<file path="config.mk">
export PLATFORM = sky130hd
export DESIGN_NAME = uhrp_top
export DESIGN_NICKNAME = d
export VERILOG_FILES = /design/src/rtl/uhrp_pkg.sv /design/src/rtl/uhrp_fifo.sv /design/src/rtl/uhrp_top.sv
export VERILOG_INCLUDE_DIRS = /design/src /design/src/rtl
export SDC_FILE = /design/constraint.sdc
export NUM_CORES = 1
export LEC_CHECK = 0
export BUFFER_PORTS_ARGS = -buffer_cell sky130_fd_sc_hd__buf_4
export CAP_MARGIN = 0
export CELL_PAD_IN_SITES_DETAIL_PLACEMENT = 1
export CELL_PAD_IN_SITES_GLOBAL_PLACEMENT = 1
export CORE_ASPECT_RATIO = 1.25
export CORE_MARGIN = 2
export CORE_UTILIZATION = 54
export DETAILED_ROUTE_END_ITERATION = 16
export PLACE_DENSITY_LB_ADDON = 0.1
export SLEW_MARGIN = 0
export SYNTH_ARGS = -nofsm -noshare
export SYNTH_HDL_FRONTEND = slang
export SYNTH_SLANG_ARGS = --single-unit
</file>
<file path="constraint.sdc">
create_clock -name clk_sys -period 21.3 [get_ports clk_sys]
set_input_delay 4.26 -clock clk_sys [delete_from_list [all_inputs] [get_ports clk_sys]]
set_output_delay 4.26 -clock clk_sys [all_outputs]
set_load 0.01 [all_outputs]
</file>
<file path="src/rtl/uhrp_params.svh">
// Purpose: constants of the serial host register port
// Assumes: 25 MHz system clock
// Notes:   divider counts in reference-clock ticks
`ifndef UHRP_PARAMS_SVH
`define UHRP_PARAMS_SVH
`define UHRP_CLK_HZ          25000000
`define UHRP_REF_HZ          27120000
`define UHRP_BAUD_RESET      8'hEB
`define UHRP_EXP_MSB         7
`define UHRP_EXP_LSB         5
`define UHRP_MAN_MSB         4
`define UHRP_MAN_LSB         0
`define UHRP_MAN_OFFSET      17'h00021
`define UHRP_CMD_READ_BIT    7
`define UHRP_ADDR_MSB        5
`define UHRP_ADDR_BAUD       6'h00
`define UHRP_ADDR_TESTPIN    6'h01
`define UHRP_LINE_EN_BIT     7
`define UHRP_TESTPIN_RESET   8'h80
`define UHRP_OVS             16
`define UHRP_OVS_HALF        4'h7
`define UHRP_OVS_LAST        4'hF
`define UHRP_BITS_LAST       4'h9
`define UHRP_FIFO_DEPTH      4
`endif

</file>
<file path="src/rtl/uhrp_pkg.sv">
// Purpose: types of the serial host register port
// Assumes: included constants header
// Notes:   none
package uhrp_pkg;
   typedef struct packed {
      logic       rd;
      logic       rsvd;
      logic [5:0] addr;
   } uhrp_cmd_t;
   typedef enum logic [3:0] {
      UHRP_IDLE = 4'h1,
      UHRP_WDAT = 4'h2,
      UHRP_RESP = 4'h4,
      UHRP_WAIT = 4'h8
   } uhrp_state_t;
endpackage

</file>
<file path="src/rtl/uhrp_fifo.sv">
// Purpose: small valid/ready FIFO on the transmit path
// Assumes: single clock
// Notes:   depth power of two
`timescale 1ns/1ps
module uhrp_fifo #(
   parameter int WIDTH = 8,
   parameter int DEPTH = 4
) (
   // Clock and reset
   input  wire logic             clk_sys,
   input  wire logic             rst,
   // Fill side
   input  wire logic             in_valid,
   output logic                  in_ready,
   input  wire logic [WIDTH-1:0] in_data,
   // Drain side
   output logic                  out_valid,
   input  wire logic             out_ready,
   output logic      [WIDTH-1:0] out_data
);
   localparam int AW = $clog2(DEPTH);
   logic [WIDTH-1:0] mem [DEPTH];
   logic [AW:0]      wr_ptr;
   logic [AW:0]      rd_ptr;
   logic [AW:0]      count;
   assign count     = wr_ptr - rd_ptr;
   assign in_ready  = (count != (AW+1)'(DEPTH));
   assign out_valid = (count != '0);
   assign out_data  = mem[rd_ptr[AW-1:0]];
   always_ff @(posedge clk_sys) begin
      if (rst) begin
         wr_ptr <= '0;
      end else if (in_valid && in_ready) begin
         wr_ptr <= wr_ptr + (AW+1)'(1);
      end
   end
   always_ff @(posedge clk_sys) begin
      if (in_valid && in_ready) begin
         mem[wr_ptr[AW-1:0]] <= in_data;
      end
   end
   always_ff @(posedge clk_sys) begin
      if (rst) begin
         rd_ptr <= '0;
      end else if (out_valid && out_ready) begin
         rd_ptr <= rd_ptr + (AW+1)'(1);
      end
   end
endmodule

</file>
<file path="src/rtl/uhrp_top.sv">
// Purpose: serial host port reading and writing device registers
// Assumes: rx pin asynchronous to clk_sys; 25 MHz clock
// Notes:   16x oversampling tick from a fractional accumulator
`timescale 1ns/1ps
`include "uhrp_params.svh"
module uhrp_top
   import uhrp_pkg::*;
(
   // Clock and reset
   input  wire logic clk_sys,
   input  wire logic rst,
   // Serial link
   input  wire logic rx,
   output logic      tx,
   // Auxiliary lines, enable low while driven
   output logic      data_request_line,
   output logic      data_request_line_oe_n,
   output logic      multiplex_line,
   output logic      multiplex_line_oe_n,
   input  wire logic data_request_in,
   // Device register side
   output logic       reg_rd,
   output logic       reg_wr,
   output logic [5:0] reg_addr,
   output logic [7:0] reg_wdata,
   input  wire logic [7:0] reg_rdata,
   // Status
   output logic [7:0] baud_rate_divider,
   output logic       line_signal_enable
);
   // Bit period in reference ticks, split into 16 oversample ticks below
   function automatic logic [16:0] bit_ref_ticks(input logic [7:0] div);
      logic [2:0]  e;
      logic [16:0] m;
      e = div[`UHRP_EXP_MSB:`UHRP_EXP_LSB];
      m = {12'h000, div[`UHRP_MAN_MSB:`UHRP_MAN_LSB]};
      if (e == 3'h0) begin
         bit_ref_ticks = m + 17'h00001;
      end else begin
         bit_ref_ticks = (m + `UHRP_MAN_OFFSET) << (e - 3'h1);
      end
   endfunction

   // Local register and rate
   logic [7:0]  testpin;
   logic [16:0] period;

   // Receive side
   logic        rx_s1;
   logic        rx_s2;
   logic        rx_d;
   logic [3:0]  rx_os;
   logic [3:0]  rx_bit;
   logic        rx_busy;
   logic [7:0]  rx_sh;
   logic        rx_done;
   logic [7:0]  rx_byte;

   // Transmit side
   logic [3:0]  tx_os;
   logic [3:0]  tx_bit;
   logic        tx_busy;
   logic [9:0]  tx_sh;

   // Transmit queue
   logic        f_in_valid;
   logic [7:0]  f_in_data;
   logic        f_in_ready;
   logic        f_out_valid;
   logic        f_out_ready;
   logic [7:0]  f_out_data;

   // Command handling
   uhrp_state_t state;
   uhrp_cmd_t   cmd;
   logic [7:0]  rd_val;

   assign line_signal_enable = testpin[`UHRP_LINE_EN_BIT];
   // Bit period in reference ticks
   assign period = bit_ref_ticks(baud_rate_divider);

   // Fractional rate generator, wide enough for the slowest divider
   logic [39:0] frac;
   logic        os_tick;
   logic [39:0] frac_lim;

   assign frac_lim = 40'(period) * 40'(`UHRP_CLK_HZ / `UHRP_OVS);
   assign os_tick  = (frac + 40'(`UHRP_REF_HZ) >= frac_lim);

   always_ff @(posedge clk_sys) begin
      if (rst) begin
         frac <= '0;
      end else if (os_tick) begin
         frac <= frac + 40'(`UHRP_REF_HZ) - frac_lim;
      end else begin
         frac <= frac + 40'(`UHRP_REF_HZ);
      end
   end

   // Input synchroniser
   always_ff @(posedge clk_sys) begin
      rx_s1 <= rx;
      rx_s2 <= rx_s1;
      rx_d  <= rx_s2;
   end

   // Receiver
   always_ff @(posedge clk_sys) begin
      if (rst) begin
         rx_busy <= 1'b0;
         rx_os   <= 4'h0;
         rx_bit  <= 4'h0;
         rx_done <= 1'b0;
         rx_byte <= 8'h00;
      end else begin
         rx_done <= 1'b0;
         if (!rx_busy) begin
            if (rx_d && !rx_s2) begin
               rx_busy <= 1'b1;
               rx_os   <= 4'h0;
               rx_bit  <= 4'h0;
            end
         end else if (os_tick) begin
            rx_os <= rx_os + 4'h1;
            if (rx_os == `UHRP_OVS_HALF) begin
               if (rx_bit == 4'h0) begin
                  if (rx_s2) begin
                     rx_busy <= 1'b0;
                  end
               end else if (rx_bit == `UHRP_BITS_LAST) begin
                  rx_busy <= 1'b0;
                  if (rx_s2) begin
                     rx_done <= 1'b1;
                     rx_byte <= rx_sh;
                  end
               end
               rx_bit <= rx_bit + 4'h1;
            end
         end
      end
   end

   // Receive shift register, data bits only
   always_ff @(posedge clk_sys) begin
      if (rst) begin
         rx_sh <= 8'h00;
      end else if (rx_busy && os_tick && (rx_os == `UHRP_OVS_HALF)
                   && (rx_bit != 4'h0) && (rx_bit != `UHRP_BITS_LAST)) begin
         rx_sh <= {rx_s2, rx_sh[7:1]};
      end
   end

   // Command byte capture
   always_ff @(posedge clk_sys) begin
      if (rst) begin
         cmd <= '0;
      end else if ((state == UHRP_IDLE) && rx_done) begin
         cmd <= rx_byte;
      end
   end

   // Command engine
   always_ff @(posedge clk_sys) begin
      if (rst) begin
         state <= UHRP_IDLE;
      end else begin
         case (state)
            UHRP_IDLE: begin
               if (rx_done) begin
                  if (rx_byte[`UHRP_CMD_READ_BIT]) begin
                     state <= UHRP_RESP;
                  end else begin
                     state <= UHRP_WDAT;
                  end
               end
            end
            UHRP_WDAT: begin
               if (rx_done) begin
                  state <= UHRP_IDLE;
               end
            end
            UHRP_RESP: begin
               state <= UHRP_IDLE;
            end
            default: begin
               state <= UHRP_IDLE;
            end
         endcase
      end
   end

   assign reg_rd    = (state == UHRP_RESP);
   assign reg_wr    = (state == UHRP_WDAT) && rx_done;
   assign reg_addr  = cmd.addr;
   assign reg_wdata = rx_byte;

   // Divider register
   always_ff @(posedge clk_sys) begin
      if (rst) begin
         baud_rate_divider <= `UHRP_BAUD_RESET;
      end else if (reg_wr && (cmd.addr == `UHRP_ADDR_BAUD)) begin
         baud_rate_divider <= rx_byte;
      end
   end

   // Test pin control register
   always_ff @(posedge clk_sys) begin
      if (rst) begin
         testpin <= `UHRP_TESTPIN_RESET;
      end else if (reg_wr && (cmd.addr == `UHRP_ADDR_TESTPIN)) begin
         testpin <= rx_byte;
      end
   end

   always_comb begin
      case (cmd.addr)
         `UHRP_ADDR_BAUD:    rd_val = baud_rate_divider;
         `UHRP_ADDR_TESTPIN: rd_val = testpin;
         default:            rd_val = reg_rdata;
      endcase
   end

   // Transmit queue: read data or echoed write command
   assign f_in_valid = reg_rd || ((state == UHRP_IDLE) && rx_done && !rx_byte[`UHRP_CMD_READ_BIT]);
   assign f_in_data  = reg_rd ? rd_val : rx_byte;
   assign f_out_ready = !tx_busy;

   uhrp_fifo #(.WIDTH(8), .DEPTH(`UHRP_FIFO_DEPTH)) u_fifo (
      .clk_sys  (clk_sys),
      .rst      (rst),
      .in_valid (f_in_valid),
      .in_ready (f_in_ready),
      .in_data  (f_in_data),
      .out_valid(f_out_valid),
      .out_ready(f_out_ready),
      .out_data (f_out_data)
   );

   // Transmitter
   always_ff @(posedge clk_sys) begin
      if (rst) begin
         tx_busy <= 1'b0;
         tx_sh   <= 10'h3FF;
         tx_os   <= 4'h0;
         tx_bit  <= 4'h0;
         tx      <= 1'b1;
      end else if (!tx_busy) begin
         tx <= 1'b1;
         if (f_out_valid) begin
            tx_busy <= 1'b1;
            tx_sh   <= {1'b1, f_out_data, 1'b0};
            tx_os   <= 4'h0;
            tx_bit  <= 4'h0;
         end
      end else begin
         tx <= tx_sh[0];
         if (os_tick) begin
            tx_os <= tx_os + 4'h1;
            if (tx_os == `UHRP_OVS_LAST) begin
               tx_sh  <= {1'b1, tx_sh[9:1]};
               tx_bit <= tx_bit + 4'h1;
               if (tx_bit == `UHRP_BITS_LAST) tx_busy <= 1'b0;
            end
         end
      end
   end

   // Data request line follows the device event
   always_ff @(posedge clk_sys) begin
      if (rst) begin
         data_request_line <= 1'b0;
      end else begin
         data_request_line <= data_request_in;
      end
   end

   // Multiplex line marks a frame in flight
   always_ff @(posedge clk_sys) begin
      if (rst) begin
         multiplex_line <= 1'b0;
      end else begin
         multiplex_line <= tx_busy;
      end
   end

   assign data_request_line_oe_n = !line_signal_enable;
   assign multiplex_line_oe_n    = !line_signal_enable;
endmodule

</file>
==> impl_metrics.py, run 1 <==
metrics = {
    "outcome": {
        "status": "completed",
    },
    "critical_path": {
        "crit_start": "baud_rate_divider[5]",
        "path_class": "register to register",
        "slowest_delay_ns": 0.67,
        "cpMostUsedCell": "fa_1",
        "crit_arrival_ns": 11.86,
        "timing.rr.start": "baud_rate_divider[5]",
        "cp_max_fo": 36,
        "worstPathRequired_ns": 21.67,
        "cp_slowest_cell": "fa_1",
        "endpoint_kind": "register",
        "start_kind": "register",
    },
    "grt": {
        "overflow": 0,
        "gr-usage-all-layers": 0.3095,
        "grt_pass1_vias": 12800,
        "antenna_found_initial": 0,
        "grt_pass1_wl_um": 66230,
        "grt_max_degree": 71,
    },
    "route": {
        "initialDrtViolationCount": 380,
        "route.vias.total": 11740,
        "post_drt_wl_per_cell_um": 21.03,
        "drcViolationCount": 0,
        "ant_nets": 0,
        "dr.pass1.iters": 5,
        "vias_per_cell": 5.972,
        "wl_um": 41350,
    },
    "timing": {
        "setup_ws_ns": 9.809,
        "period_minus_slack_ns": 11.49,
        "drv_slew": 0,
        "worst_pin_slew_ns": 0.8665,
        "finalCritPeriodShare": 0.5395,
        "relSlewSlack": 0.4202,
        "finalHoldViolCount": 0,
        "skew_ns": 0.01005,
        "setup_viol": 0,
        "setup_tns_ns": 0,
        "fmax_mhz": 87.02,
        "rsz0062_at_grt": "false",
    },
    "clock_tree": {
        "cts-resized-gates": 0,
        "clk_latency_ns": 0.44,
        "clock-sinks": 153,
        "cts-root-buf": "clkbuf_16",
        "cts.clk_slew.worst_paths_ns": 0.07,
        "cts_max_level": 4,
        "postCtsHoldBufs": 0,
        "cts_tree": "yes",
        "cts_buffers": 17,
        "cts_setup_buffers": 0,
        "clockBufferDepth": 2,
    },
    "final_layout": {
        "n_antenna_cell": 0,
        "areaGrowthSynthToFinish_pct": 7.973,
        "layout_common_cells": "inv_1 (213), ha_1 (162), nand2_1 (153), dfxtp_1 (121), nor2_1 (117)",
        "final_cells": 1966,
        "layout.nets": 1879,
        "final_common_cell": "inv_1",
        "drive_gt1_frac": 0.07688,
        "fill_cells": 3063,
    },
    "run": {
        "maxCapViolCount": 0,
    },
    "yosys": {
        "synth-seq-cells": 153,
        "synth_flop_cell": "dfxtp_1",
        "ys_seq_area_frac": 0.2395,
        "syn_nets": 1856,
        "syn_avg_cell_area_um2": 8.883,
        "netlist_area_mm2": 0.01412,
        "syn_inst": 1590,
        "ys_types": 93,
        "synth_edf_count": 32,
        "synthArstFlopShare": 0,
        "yosysWarnings": 0,
    },
    "die": {
        "std_cell_rows": 66,
        "die_x_um": 148.7,
        "fp.dieH_um": 184.8,
        "dieArea_mm2": 0.02747,
        "core_area_mm2": 0.02585,
        "start_util": 0.5464,
        "num_io_pins": 42,
    },
    "placed_design": {
        "place_ws_ns": 10.08,
        "dp_cells": 1934,
        "gp_congestion": 0.9292,
        "place.port_buffers": 41,
        "dp_hpwl_um": 33150,
    },
    "power": {
        "ir_drop_mv": 0.06635,
        "leakagePower_nw": 6.998,
        "power_density_mw_per_mm2": 93.62,
    },
    "worst_hold_path": {
        "holdCritStartpoint": "rx_s1",
        "hp-class": "register to register",
    },
}
## area by class of cell
cell class,instances,area [um^2],share of cell area
clock buffer,18,429.2,0.02814
clock inverter,14,130.1,0.008533
inverter,216,824.5,0.05407
multi-input combinational,1178,9704,0.6364
sequential,153,3383,0.2219
tap,340,425.4,0.02790
timing repair buffer,47,352.8,0.02314
## synthesized netlist by cell type, types with 4 or more instances
cell type / n / share of area
and2_1: 12 / 0.0053
inv_1: 213 / 0.057
dfxtp_1: 121 / 0.17
or3_1: 13 / 0.0058
o21a_1: 15 / 0.0080
o31ai_1: 9 / 0.0048
edfxtp_1: 32 / 0.068
a211oi_1: 15 / 0.0080
a31o_2: 8 / 0.0050
nand2_1: 153 / 0.041
mux2i_1: 54 / 0.038
mux4_2: 8 / 0.013
nor2_1: 117 / 0.031
buf_1: 4 / 0.0011
ha_1: 162 / 0.14
a21oi_2: 4 / 0.0025
o211ai_1: 14 / 0.0074
nand4_1: 12 / 0.0053
nand3_1: 38 / 0.013
nand2b_1: 14 / 0.0062
fa_1: 92 / 0.13
nor3_1: 21 / 0.0074
xor2_1: 33 / 0.020
a31oi_1: 19 / 0.0084
nor4_1: 13 / 0.0058
and3_1: 15 / 0.0066
xnor2_1: 52 / 0.032
or2_2: 4 / 0.0018
or4_1: 7 / 0.0037
nor2b_1: 7 / 0.0031
and4_1: 7 / 0.0043
clkbuf_1: 30 / 0.0080
a211o_1: 4 / 0.0025
a22o_1: 4 / 0.0025
o21bai_1: 9 / 0.0048
o21ai_0: 68 / 0.024
nand3b_1: 4 / 0.0021
a21o_1: 20 / 0.011
a21oi_1: 86 / 0.030
## final timing paths
kind | endpoint | cells after the start | slack (ns)
worst min-delay path | rx_s2 | 0 | 0.33
worst min register to register | rx_s2 | 0 | 0.33
worst max register to register | rx_bit[3] | 38 | 9.81
worst max-delay path | rx_bit[3] | 38 | 9.81
## worst max-delay path: cells and delay by family (launching register included)
kind	cells	cell delay (ns)
fa+ha+maj	9	4.55
compound gates	12	2.67
simple gates	10	2.44
buf+inv	6	0.91
flops	1	0.60
xor+xnor	1	0.24
## flip-flops by register name (all words and copies together), names as in the netlist, 3 cells and up, named ones only
register           flops
u_fifo.wr_ptr          3
u_fifo.mem            32
reg_wdata              8
state                  3
rx_sh                  8
tx_os                  4
rx_bit                 4
tx_sh                  9
frac                  38
u_fifo.rd_ptr          3
reg_addr               6
tx_bit                 4
baud_rate_divider      8
testpin                8
rx_os                  4
## stage by stage
step | total power, mW | hold WS [ns] | instance area [um^2] | utilization
after floorplan | 0.9611 | 0.3096 | 14120 | -
after global placement | 1.098 | 0.3116 | 14690 | 0.5684
after detailed placement | 1.123 | 0.3203 | 14690 | 0.5684
after CTS | 1.425 | 0.3369 | 15250 | 0.5900
after global routing | 1.525 | 0.3556 | 15250 | 0.5900
final | 1.428 | 0.3348 | 15250 | 0.5900
## power by group
group | switching, mW | total [mW] | internal, mW
clock network | 0.146 | 0.301 | 0.154
logic | 0.448 | 0.741 | 0.293
registers | 0.0467 | 0.386 | 0.339
## routing by layer
layer / track usage / vias to the layer above / share of wire
met5: 0 / - / 0
met1: 0.3241 / 5875 / 0.38
met3: 0.04163 / 107 / 0.027
met2: 0.6011 / 231 / 0.55
li1: - / 5527 / -
met4: 0.1524 / 0 / 0.049
## cell families (layout without fill, tap and decap cells)
| logic type | count (synthesis) | after routing | share of synthesized area |
|---|---|---|---|
| compound gates | 320 | 320 | 0.1511 |
| xor+xnor | 87 | 87 | 0.05502 |
| fa+ha+maj | 254 | 254 | 0.2739 |
| buf+inv | 259 | 295 | 0.07335 |
| flops | 153 | 153 | 0.2395 |
| mux | 64 | 64 | 0.05262 |
| simple gates | 453 | 453 | 0.1544 |
Power figures use the tool's default switching activity.
==> inputs of run 2 (changes only) <==
--- a/config.mk
+++ b/config.mk
@@ -12,7 +12,7 @@
 export CELL_PAD_IN_SITES_GLOBAL_PLACEMENT = 1
 export CORE_ASPECT_RATIO = 1.25
 export CORE_MARGIN = 2
-export CORE_UTILIZATION = 54
+export CORE_UTILIZATION = 45
 export DETAILED_ROUTE_END_ITERATION = 16
 export PLACE_DENSITY_LB_ADDON = 0.1
 export SLEW_MARGIN = 0
==> constraint.sdc (replaced) <==
create_clock -name clk_sys -period 10.45 [get_ports clk_sys]
set_input_delay 2.09 -clock clk_sys [delete_from_list [all_inputs] [get_ports clk_sys]]
set_output_delay 2.09 -clock clk_sys [all_outputs]
set_load 0.01 [all_outputs]
==> run 2 against run 1 <==
  * Non-clock buffer count rose by 23
  * Clock power rose by 110%
  * Critical path type unchanged
  * Sequential share of layout area fell by 0.55 points
  * Final area rose by 2.6%
  * Total power rose by 110%
  * Utilization fell by 8.4 points
  * Sequential power rose by 100%
  * Critical endpoint is now frac[30]
  * Cell count rose by 4.6%
==> impl_metrics.py, run 2 (synthesis gave the netlist of run 1 again) <==
metrics = {
    "placed_design": {
        "place.port_buffers": 41,
        "gp_congestion": 0.8380,
        "dp_hpwl_um": 31720,
        "placed_area_mm2": 0.01494,
    },
    "route": {
        "vias_per_cell": 5.544,
        "ant_nets": 0,
        "wl_um": 38990,
        "route.vias.total": 11400,
        "initialDrtViolationCount": 382,
        "drcViolationCount": 0,
        "dr.pass1.iters": 5,
        "post_drt_wl_per_cell_um": 18.96,
    },
    "critical_path": {
        "path_class": "register to register",
        "worstPathRequired_ns": 10.79,
        "crit_arrival_ns": 10.21,
        "cp_max_fo": 24,
        "endpoint_kind": "register",
        "start_kind": "register",
        "slowest_delay_ns": 0.64,
        "cp_slowest_cell": "fa_2",
        "cpMostUsedCell": "fa_1",
    },
    "final_layout": {
        "largest_reg_flops": 38,
        "areaGrowthSynthToFinish_pct": 10.76,
        "design_area_mm2": 0.01564,
        "layout_common_cells": "inv_1 (213), ha_1 (161), nand2_1 (153), dfxtp_1 (120), nor2_1 (117)",
        "fill_cells": 3615,
        "layout.nets": 1902,
        "final_common_cell": "inv_1",
        "multi_input_area_mm2": 0.009769,
        "drive_gt1_frac": 0.09763,
        "regArea_mm2": 0.003385,
        "regMostFlops": "frac",
        "n_antenna_cell": 0,
    },
    "timing": {
        "finalHoldViolCount": 0,
        "relSlewSlack": 0.4286,
        "setup_viol": 0,
        "worst_pin_slew_ns": 0.8540,
        "hold_ws_ns": 0.3634,
        "skew_ns": 0.009287,
        "period_minus_slack_ns": 9.872,
        "drv_slew": 0,
        "fmax_mhz": 101.3,
        "finalCritPeriodShare": 0.9447,
    },
    "grt": {
        "gr-usage-all-layers": 0.2469,
        "grt.met3_usage": 0.03509,
        "grt_max_degree": 73,
        "busiest_layer": "met2",
        "grt_pass1_vias": 12380,
        "antenna_found_initial": 0,
        "overflow": 0,
        "met1_usage": 0.2751,
        "grt_pass1_wl_um": 63940,
        "grt.met2_usage": 0.4707,
    },
    "power": {
        "ir_drop_mv": 0.1281,
        "power_density_mw_per_mm2": 188.8,
        "leakagePower_nw": 7.147,
    },
    "die": {
        "std_cell_rows": 72,
        "num_io_pins": 42,
        "core_area_mm2": 0.03090,
        "dieArea_mm2": 0.03283,
        "start_util": 0.4571,
        "die_x_um": 162.5,
        "fp.dieH_um": 202.1,
    },
    "worst_hold_path": {
        "hp-class": "register to register",
    },
    "run": {
        "maxCapViolCount": 0,
    },
    "clock_tree": {
        "cts_buffers": 17,
        "cts.clk_slew.worst_paths_ns": 0.07,
        "cts_max_level": 4,
        "clk_latency_ns": 0.45,
        "cts-root-buf": "clkbuf_16",
        "cts_tree": "yes",
        "clockBufferDepth": 2,
        "postCtsHoldBufs": 0,
        "clock-sinks": 153,
    },
    "outcome": {
        "status": "completed",
    },
}
[run 2: cell count changes in the layout (fill, tap and decap cells not counted), sizes merged]
cell	previous run	this run
buf	47	70
clkbuf	18	17
clkinv	4	6
clkinvlp	2	3
inv	223	221
[run 2: timing repair]
| action | 4_1_cts | 5_1_grt |
|---|---|---|
| setup endpoints to repair | 0 | 82 |
| buffers inserted | 0 | 3 |
| resized for setup | 0 | 20 |
[run 2: routing by layer]
layer / vias up / routed length (um)
met2: 118 / 20990
li1: 5561 / -
met4: 0 / 1233
met3: 58 / 819
met1: 5661 / 15950
met5: - / 0
[run 2: path summary, 6_finish.rpt]
check                                     startpoint       end  slack [ns]  cells after the start
worst max-delay path            baud_rate_divider[1]  frac[30]        0.58                     39
worst min-delay path                           rx_s1     rx_s2        0.36                      0
worst max register to register  baud_rate_divider[1]  frac[30]        0.58                     39
worst min register to register                 rx_s1     rx_s2        0.36                      0
[run 2: critical path: cells and delay by family, from the launching register on]
family          cells  cell delay (ns)
fa+ha+maj           9             4.16
simple gates       11             1.88
flops               1             0.38
xor+xnor            2             0.41
compound gates     12             2.32
buf+inv             5             0.60
[run 2: metrics by stage]
stage                     std cells  setup TNS, ns  utilization  setup slack (ns)  total power [mW]
after floorplan                1590              0            -             1.047             1.959
after global placement         2021              0       0.4834            0.3593             2.261
after detailed placement       2021              0       0.4834           0.05994             2.291
after CTS                      2053              0       0.5028          0.006006             2.933
after global routing           2056       -0.02207       0.5063          -0.02207             3.193
final                          2056              0       0.5063            0.5783             2.953
[run 2: layout make-up]
type,instances,area share
Clock buffer,17,0.02719
Inverter,216,0.05271
Multi-Input combinational cell,1178,0.6245
Timing Repair Buffer,70,0.03567
Sequential cell,153,0.2163
Tap cell,407,0.03255
Clock inverter,15,0.01104
[run 2: report_power, final]
group	total, mW	switching, mW	internal [mW]	leakage (nW)
Sequential	0.781	0.0904	0.690	1.28
Combinational	1.54	0.897	0.642	5.58
Clock	0.634	0.312	0.321	0.281
Total	2.95	1.30	1.65	7.15
==> inputs of run 3 (changes only) <==
--- a/config.mk
+++ b/config.mk
@@ -6,13 +6,14 @@
 export SDC_FILE = /design/constraint.sdc
 export NUM_CORES = 1
 export LEC_CHECK = 0
+export ABC_AREA = 1
 export BUFFER_PORTS_ARGS = -buffer_cell sky130_fd_sc_hd__buf_4
 export CAP_MARGIN = 0
 export CELL_PAD_IN_SITES_DETAIL_PLACEMENT = 1
 export CELL_PAD_IN_SITES_GLOBAL_PLACEMENT = 1
 export CORE_ASPECT_RATIO = 1.25
 export CORE_MARGIN = 2
-export CORE_UTILIZATION = 45
+export CORE_UTILIZATION = 43
 export DETAILED_ROUTE_END_ITERATION = 16
 export PLACE_DENSITY_LB_ADDON = 0.1
 export SLEW_MARGIN = 0
==> run 3 against run 2 <==
  * Synthesized cell count grew 21%
  * Cell count increased by 17%
  * Clock skew increased by 0.010 ns
  * Critical path depth increased by 4
  * Setup slack gained 0.13 ns
  * Via count is 13% higher
  * Synthesized area is 2.0% higher
  * Register-to-register slack improved by 0.13 ns
  * Utilization fell by 2.3 points
==> impl_metrics.py, run 3 <==
metrics = {
    "outcome": {
        "status": "completed",
    },
    "critical_path": {
        "cp_slowest_cell": "fa_1",
        "endpoint_kind": "register",
        "cpMostUsedCell": "inv_1",
        "cp_max_fo": 11,
        "rr_endpoint": "tx_sh[6]",
        "timing.rr.start": "baud_rate_divider[0]",
        "rrSetupSlack_ns": 0.71,
        "slowest_delay_ns": 0.60,
        "start_kind": "register",
        "worstPathRequired_ns": 10.78,
        "crit_arrival_ns": 10.06,
        "rr_worst_depth": 43,
        "path_class": "register to register",
    },
    "yosys": {
        "yosysWarnings": 0,
        "synthArstFlopShare": 0,
        "synth_common_cells": "nand2_1 (363), inv_1 (337), nor2_1 (175)",
        "syn_nets": 2197,
        "netlist_area_mm2": 0.01440,
        "synth_most_common_cell": "nand2_1",
        "synth-seq-cells": 153,
        "synth_flop_cell": "dfxtp_1",
        "synth_edf_count": 32,
        "yosysTopAreaCellShare": 0.1682,
        "ys_seq_area_frac": 0.2349,
        "syn_inst": 1931,
        "yosysTopAreaCell": "dfxtp_1",
        "ys_types": 49,
        "synthTopCellsByArea": "dfxtp_1 (17%), ha_1 (14%), fa_1 (13%)",
        "syn_avg_cell_area_um2": 7.458,
    },
    "die": {
        "core_area_mm2": 0.03287,
        "dieArea_mm2": 0.03498,
        "num_io_pins": 42,
        "die_x_um": 167.7,
        "std_cell_rows": 74,
        "start_util": 0.4381,
        "fp.dieH_um": 208.6,
    },
    "route": {
        "dr.pass1.iters": 5,
        "wl_um": 44810,
        "route.vias.total": 12900,
        "initialDrtViolationCount": 659,
        "vias_per_cell": 5.361,
        "post_drt_wl_per_cell_um": 18.62,
        "ant_nets": 0,
        "drcViolationCount": 0,
    },
    "clock_tree": {
        "clk_latency_ns": 0.45,
        "clock-sinks": 153,
        "cts_buffers": 17,
        "clockBufferDepth": 2,
        "cts_tree": "yes",
        "cts.clk_slew.worst_paths_ns": 0.08,
        "postCtsHoldBufs": 0,
        "cts-root-buf": "clkbuf_16",
        "cts_max_level": 4,
    },
    "final_layout": {
        "n_antenna_cell": 0,
        "layout.nets": 2241,
        "final_cells": 2406,
        "post-route-util": 0.4836,
        "areaGrowthSynthToFinish_pct": 10.37,
        "drive_gt1_frac": 0.06740,
        "largest_reg_flops": 38,
        "layout_common_cells": "nand2_1 (362), inv_1 (335), nor2_1 (175), a21oi_1 (164), ha_1 (162)",
        "regMostFlops": "frac",
        "final_common_cell": "nand2_1",
    },
    "timing": {
        "skew_ns": 0.01971,
        "drv_slew": 0,
        "period_minus_slack_ns": 9.737,
        "finalCritPeriodShare": 0.9318,
        "worst_pin_slew_ns": 0.9552,
        "setup_viol": 0,
        "finalHoldViolCount": 0,
        "relSlewSlack": 0.3608,
        "fmax_mhz": 102.7,
    },
    "grt": {
        "grt_max_degree": 67,
        "antenna_found_initial": 0,
        "gr-usage-all-layers": 0.2606,
        "grt_pass1_wl_um": 72080,
        "grt_pass1_vias": 13770,
        "overflow": 0,
    },
    "run": {
        "maxCapViolCount": 0,
    },
    "worst_hold_path": {
        "min_path_cells": 0,
        "holdCritStartpoint": "rx_s1",
        "hp-class": "register to register",
        "whs_endpoint": "rx_s2",
    },
    "placed_design": {
        "dp_hpwl_um": 37520,
        "place.port_buffers": 41,
        "dp_cells": 2368,
        "gp_congestion": 0.9439,
    },
    "power": {
        "leakagePower_nw": 7.890,
        "ir_drop_mv": 0.1199,
        "power_density_mw_per_mm2": 196.0,
    },
}
## run 3: repair_timing
item,CTS,global route
buffers inserted,0,6
gates resized for setup,1,12
cloned,0,0
pin swaps,0,1
setup endpoints to repair,1,80
## run 3: report_power, final
| group | switching [mW] | internal, mW | leakage, nW |
|---|---|---|---|
| registers | 0.0894 | 0.691 | 1.22 |
| clock network | 0.286 | 0.368 | 0.310 |
| logic | 1.13 | 0.554 | 6.36 |
| total | 1.50 | 1.61 | 7.89 |
## run 3: worst max-delay path by stage
stage / from / end / depth (start not counted)
CTS: baud_rate_divider[5] / tx_sh[1] / 40
finish: baud_rate_divider[0] / tx_sh[6] / 43
global placement: baud_rate_divider[5] / tx_sh[5] / 40
detailed placement: baud_rate_divider[5] / tx_sh[1] / 40
floorplan: baud_rate_divider[5] / rx_busy / 41
global route: baud_rate_divider[0] / tx_sh[6] / 43
## run 3: logic make-up (layout without fill, tap and decap cells)
logic type      after synthesis  count (layout)  synth area share
simple gates                681             681            0.1980
buf+inv                     386             443            0.1037
compound gates              370             370            0.1417
fa+ha+maj                   254             254            0.2686
flops                       153             153            0.2349
xor+xnor                     86              86           0.05230
mux                           1               1         0.0006951
## run 3: per-stage QoR
step / TNS, ns / area (um^2) / power (mW) / hold WS [ns] / setup WS [ns]
6_report: 0 / 15900 / 3.115 / 0.3234 / 0.7128
5_1_grt: -0.4409 / 15900 / 3.350 / 0.3397 / -0.07184
4_1_cts: 0 / 15800 / 3.117 / 0.3278 / 0.2025
3_5_place_dp: 0 / 15160 / 2.450 / 0.3164 / 0.1099
3_3_place_gp: 0 / 15160 / 2.423 / 0.3152 / 0.4591
2_1_floorplan: 0 / 14400 / 1.976 / 0.3096 / 1.758
## run 3: worst max-delay path, delay by kind of cell (launching register included)
| kind | cells | cell delay, ns |
|---|---|---|
| AND/OR/NAND/NOR | 20 | 3.19 |
| flip-flops | 1 | 0.40 |
| buffers and inverters | 8 | 0.78 |
| XOR/XNOR | 1 | 0.20 |
| adder cells (fa/ha/maj) | 9 | 4.12 |
| AO/OA/AOI/OAI | 5 | 0.95 |
## run 3: layout make-up
cell class,instances,area [um^2]
clock buffers,19,475.5
clock inverters,13,150.1
fillers,4209,16970
inverters,348,1310
multi-input cells,1392,9582
flip-flops and latches,153,3385
well taps,418,523.0
repair buffers,63,470.5
## run 3: routing by layer
metal / vias up / part of all wire / track usage
met5: - / 0 / 0
met1: 6305 / 0.42 / 0.3120
met3: 76 / 0.022 / 0.02955
met2: 187 / 0.52 / 0.4806
met4: 0 / 0.033 / 0.09265
li1: 6331 / - / -
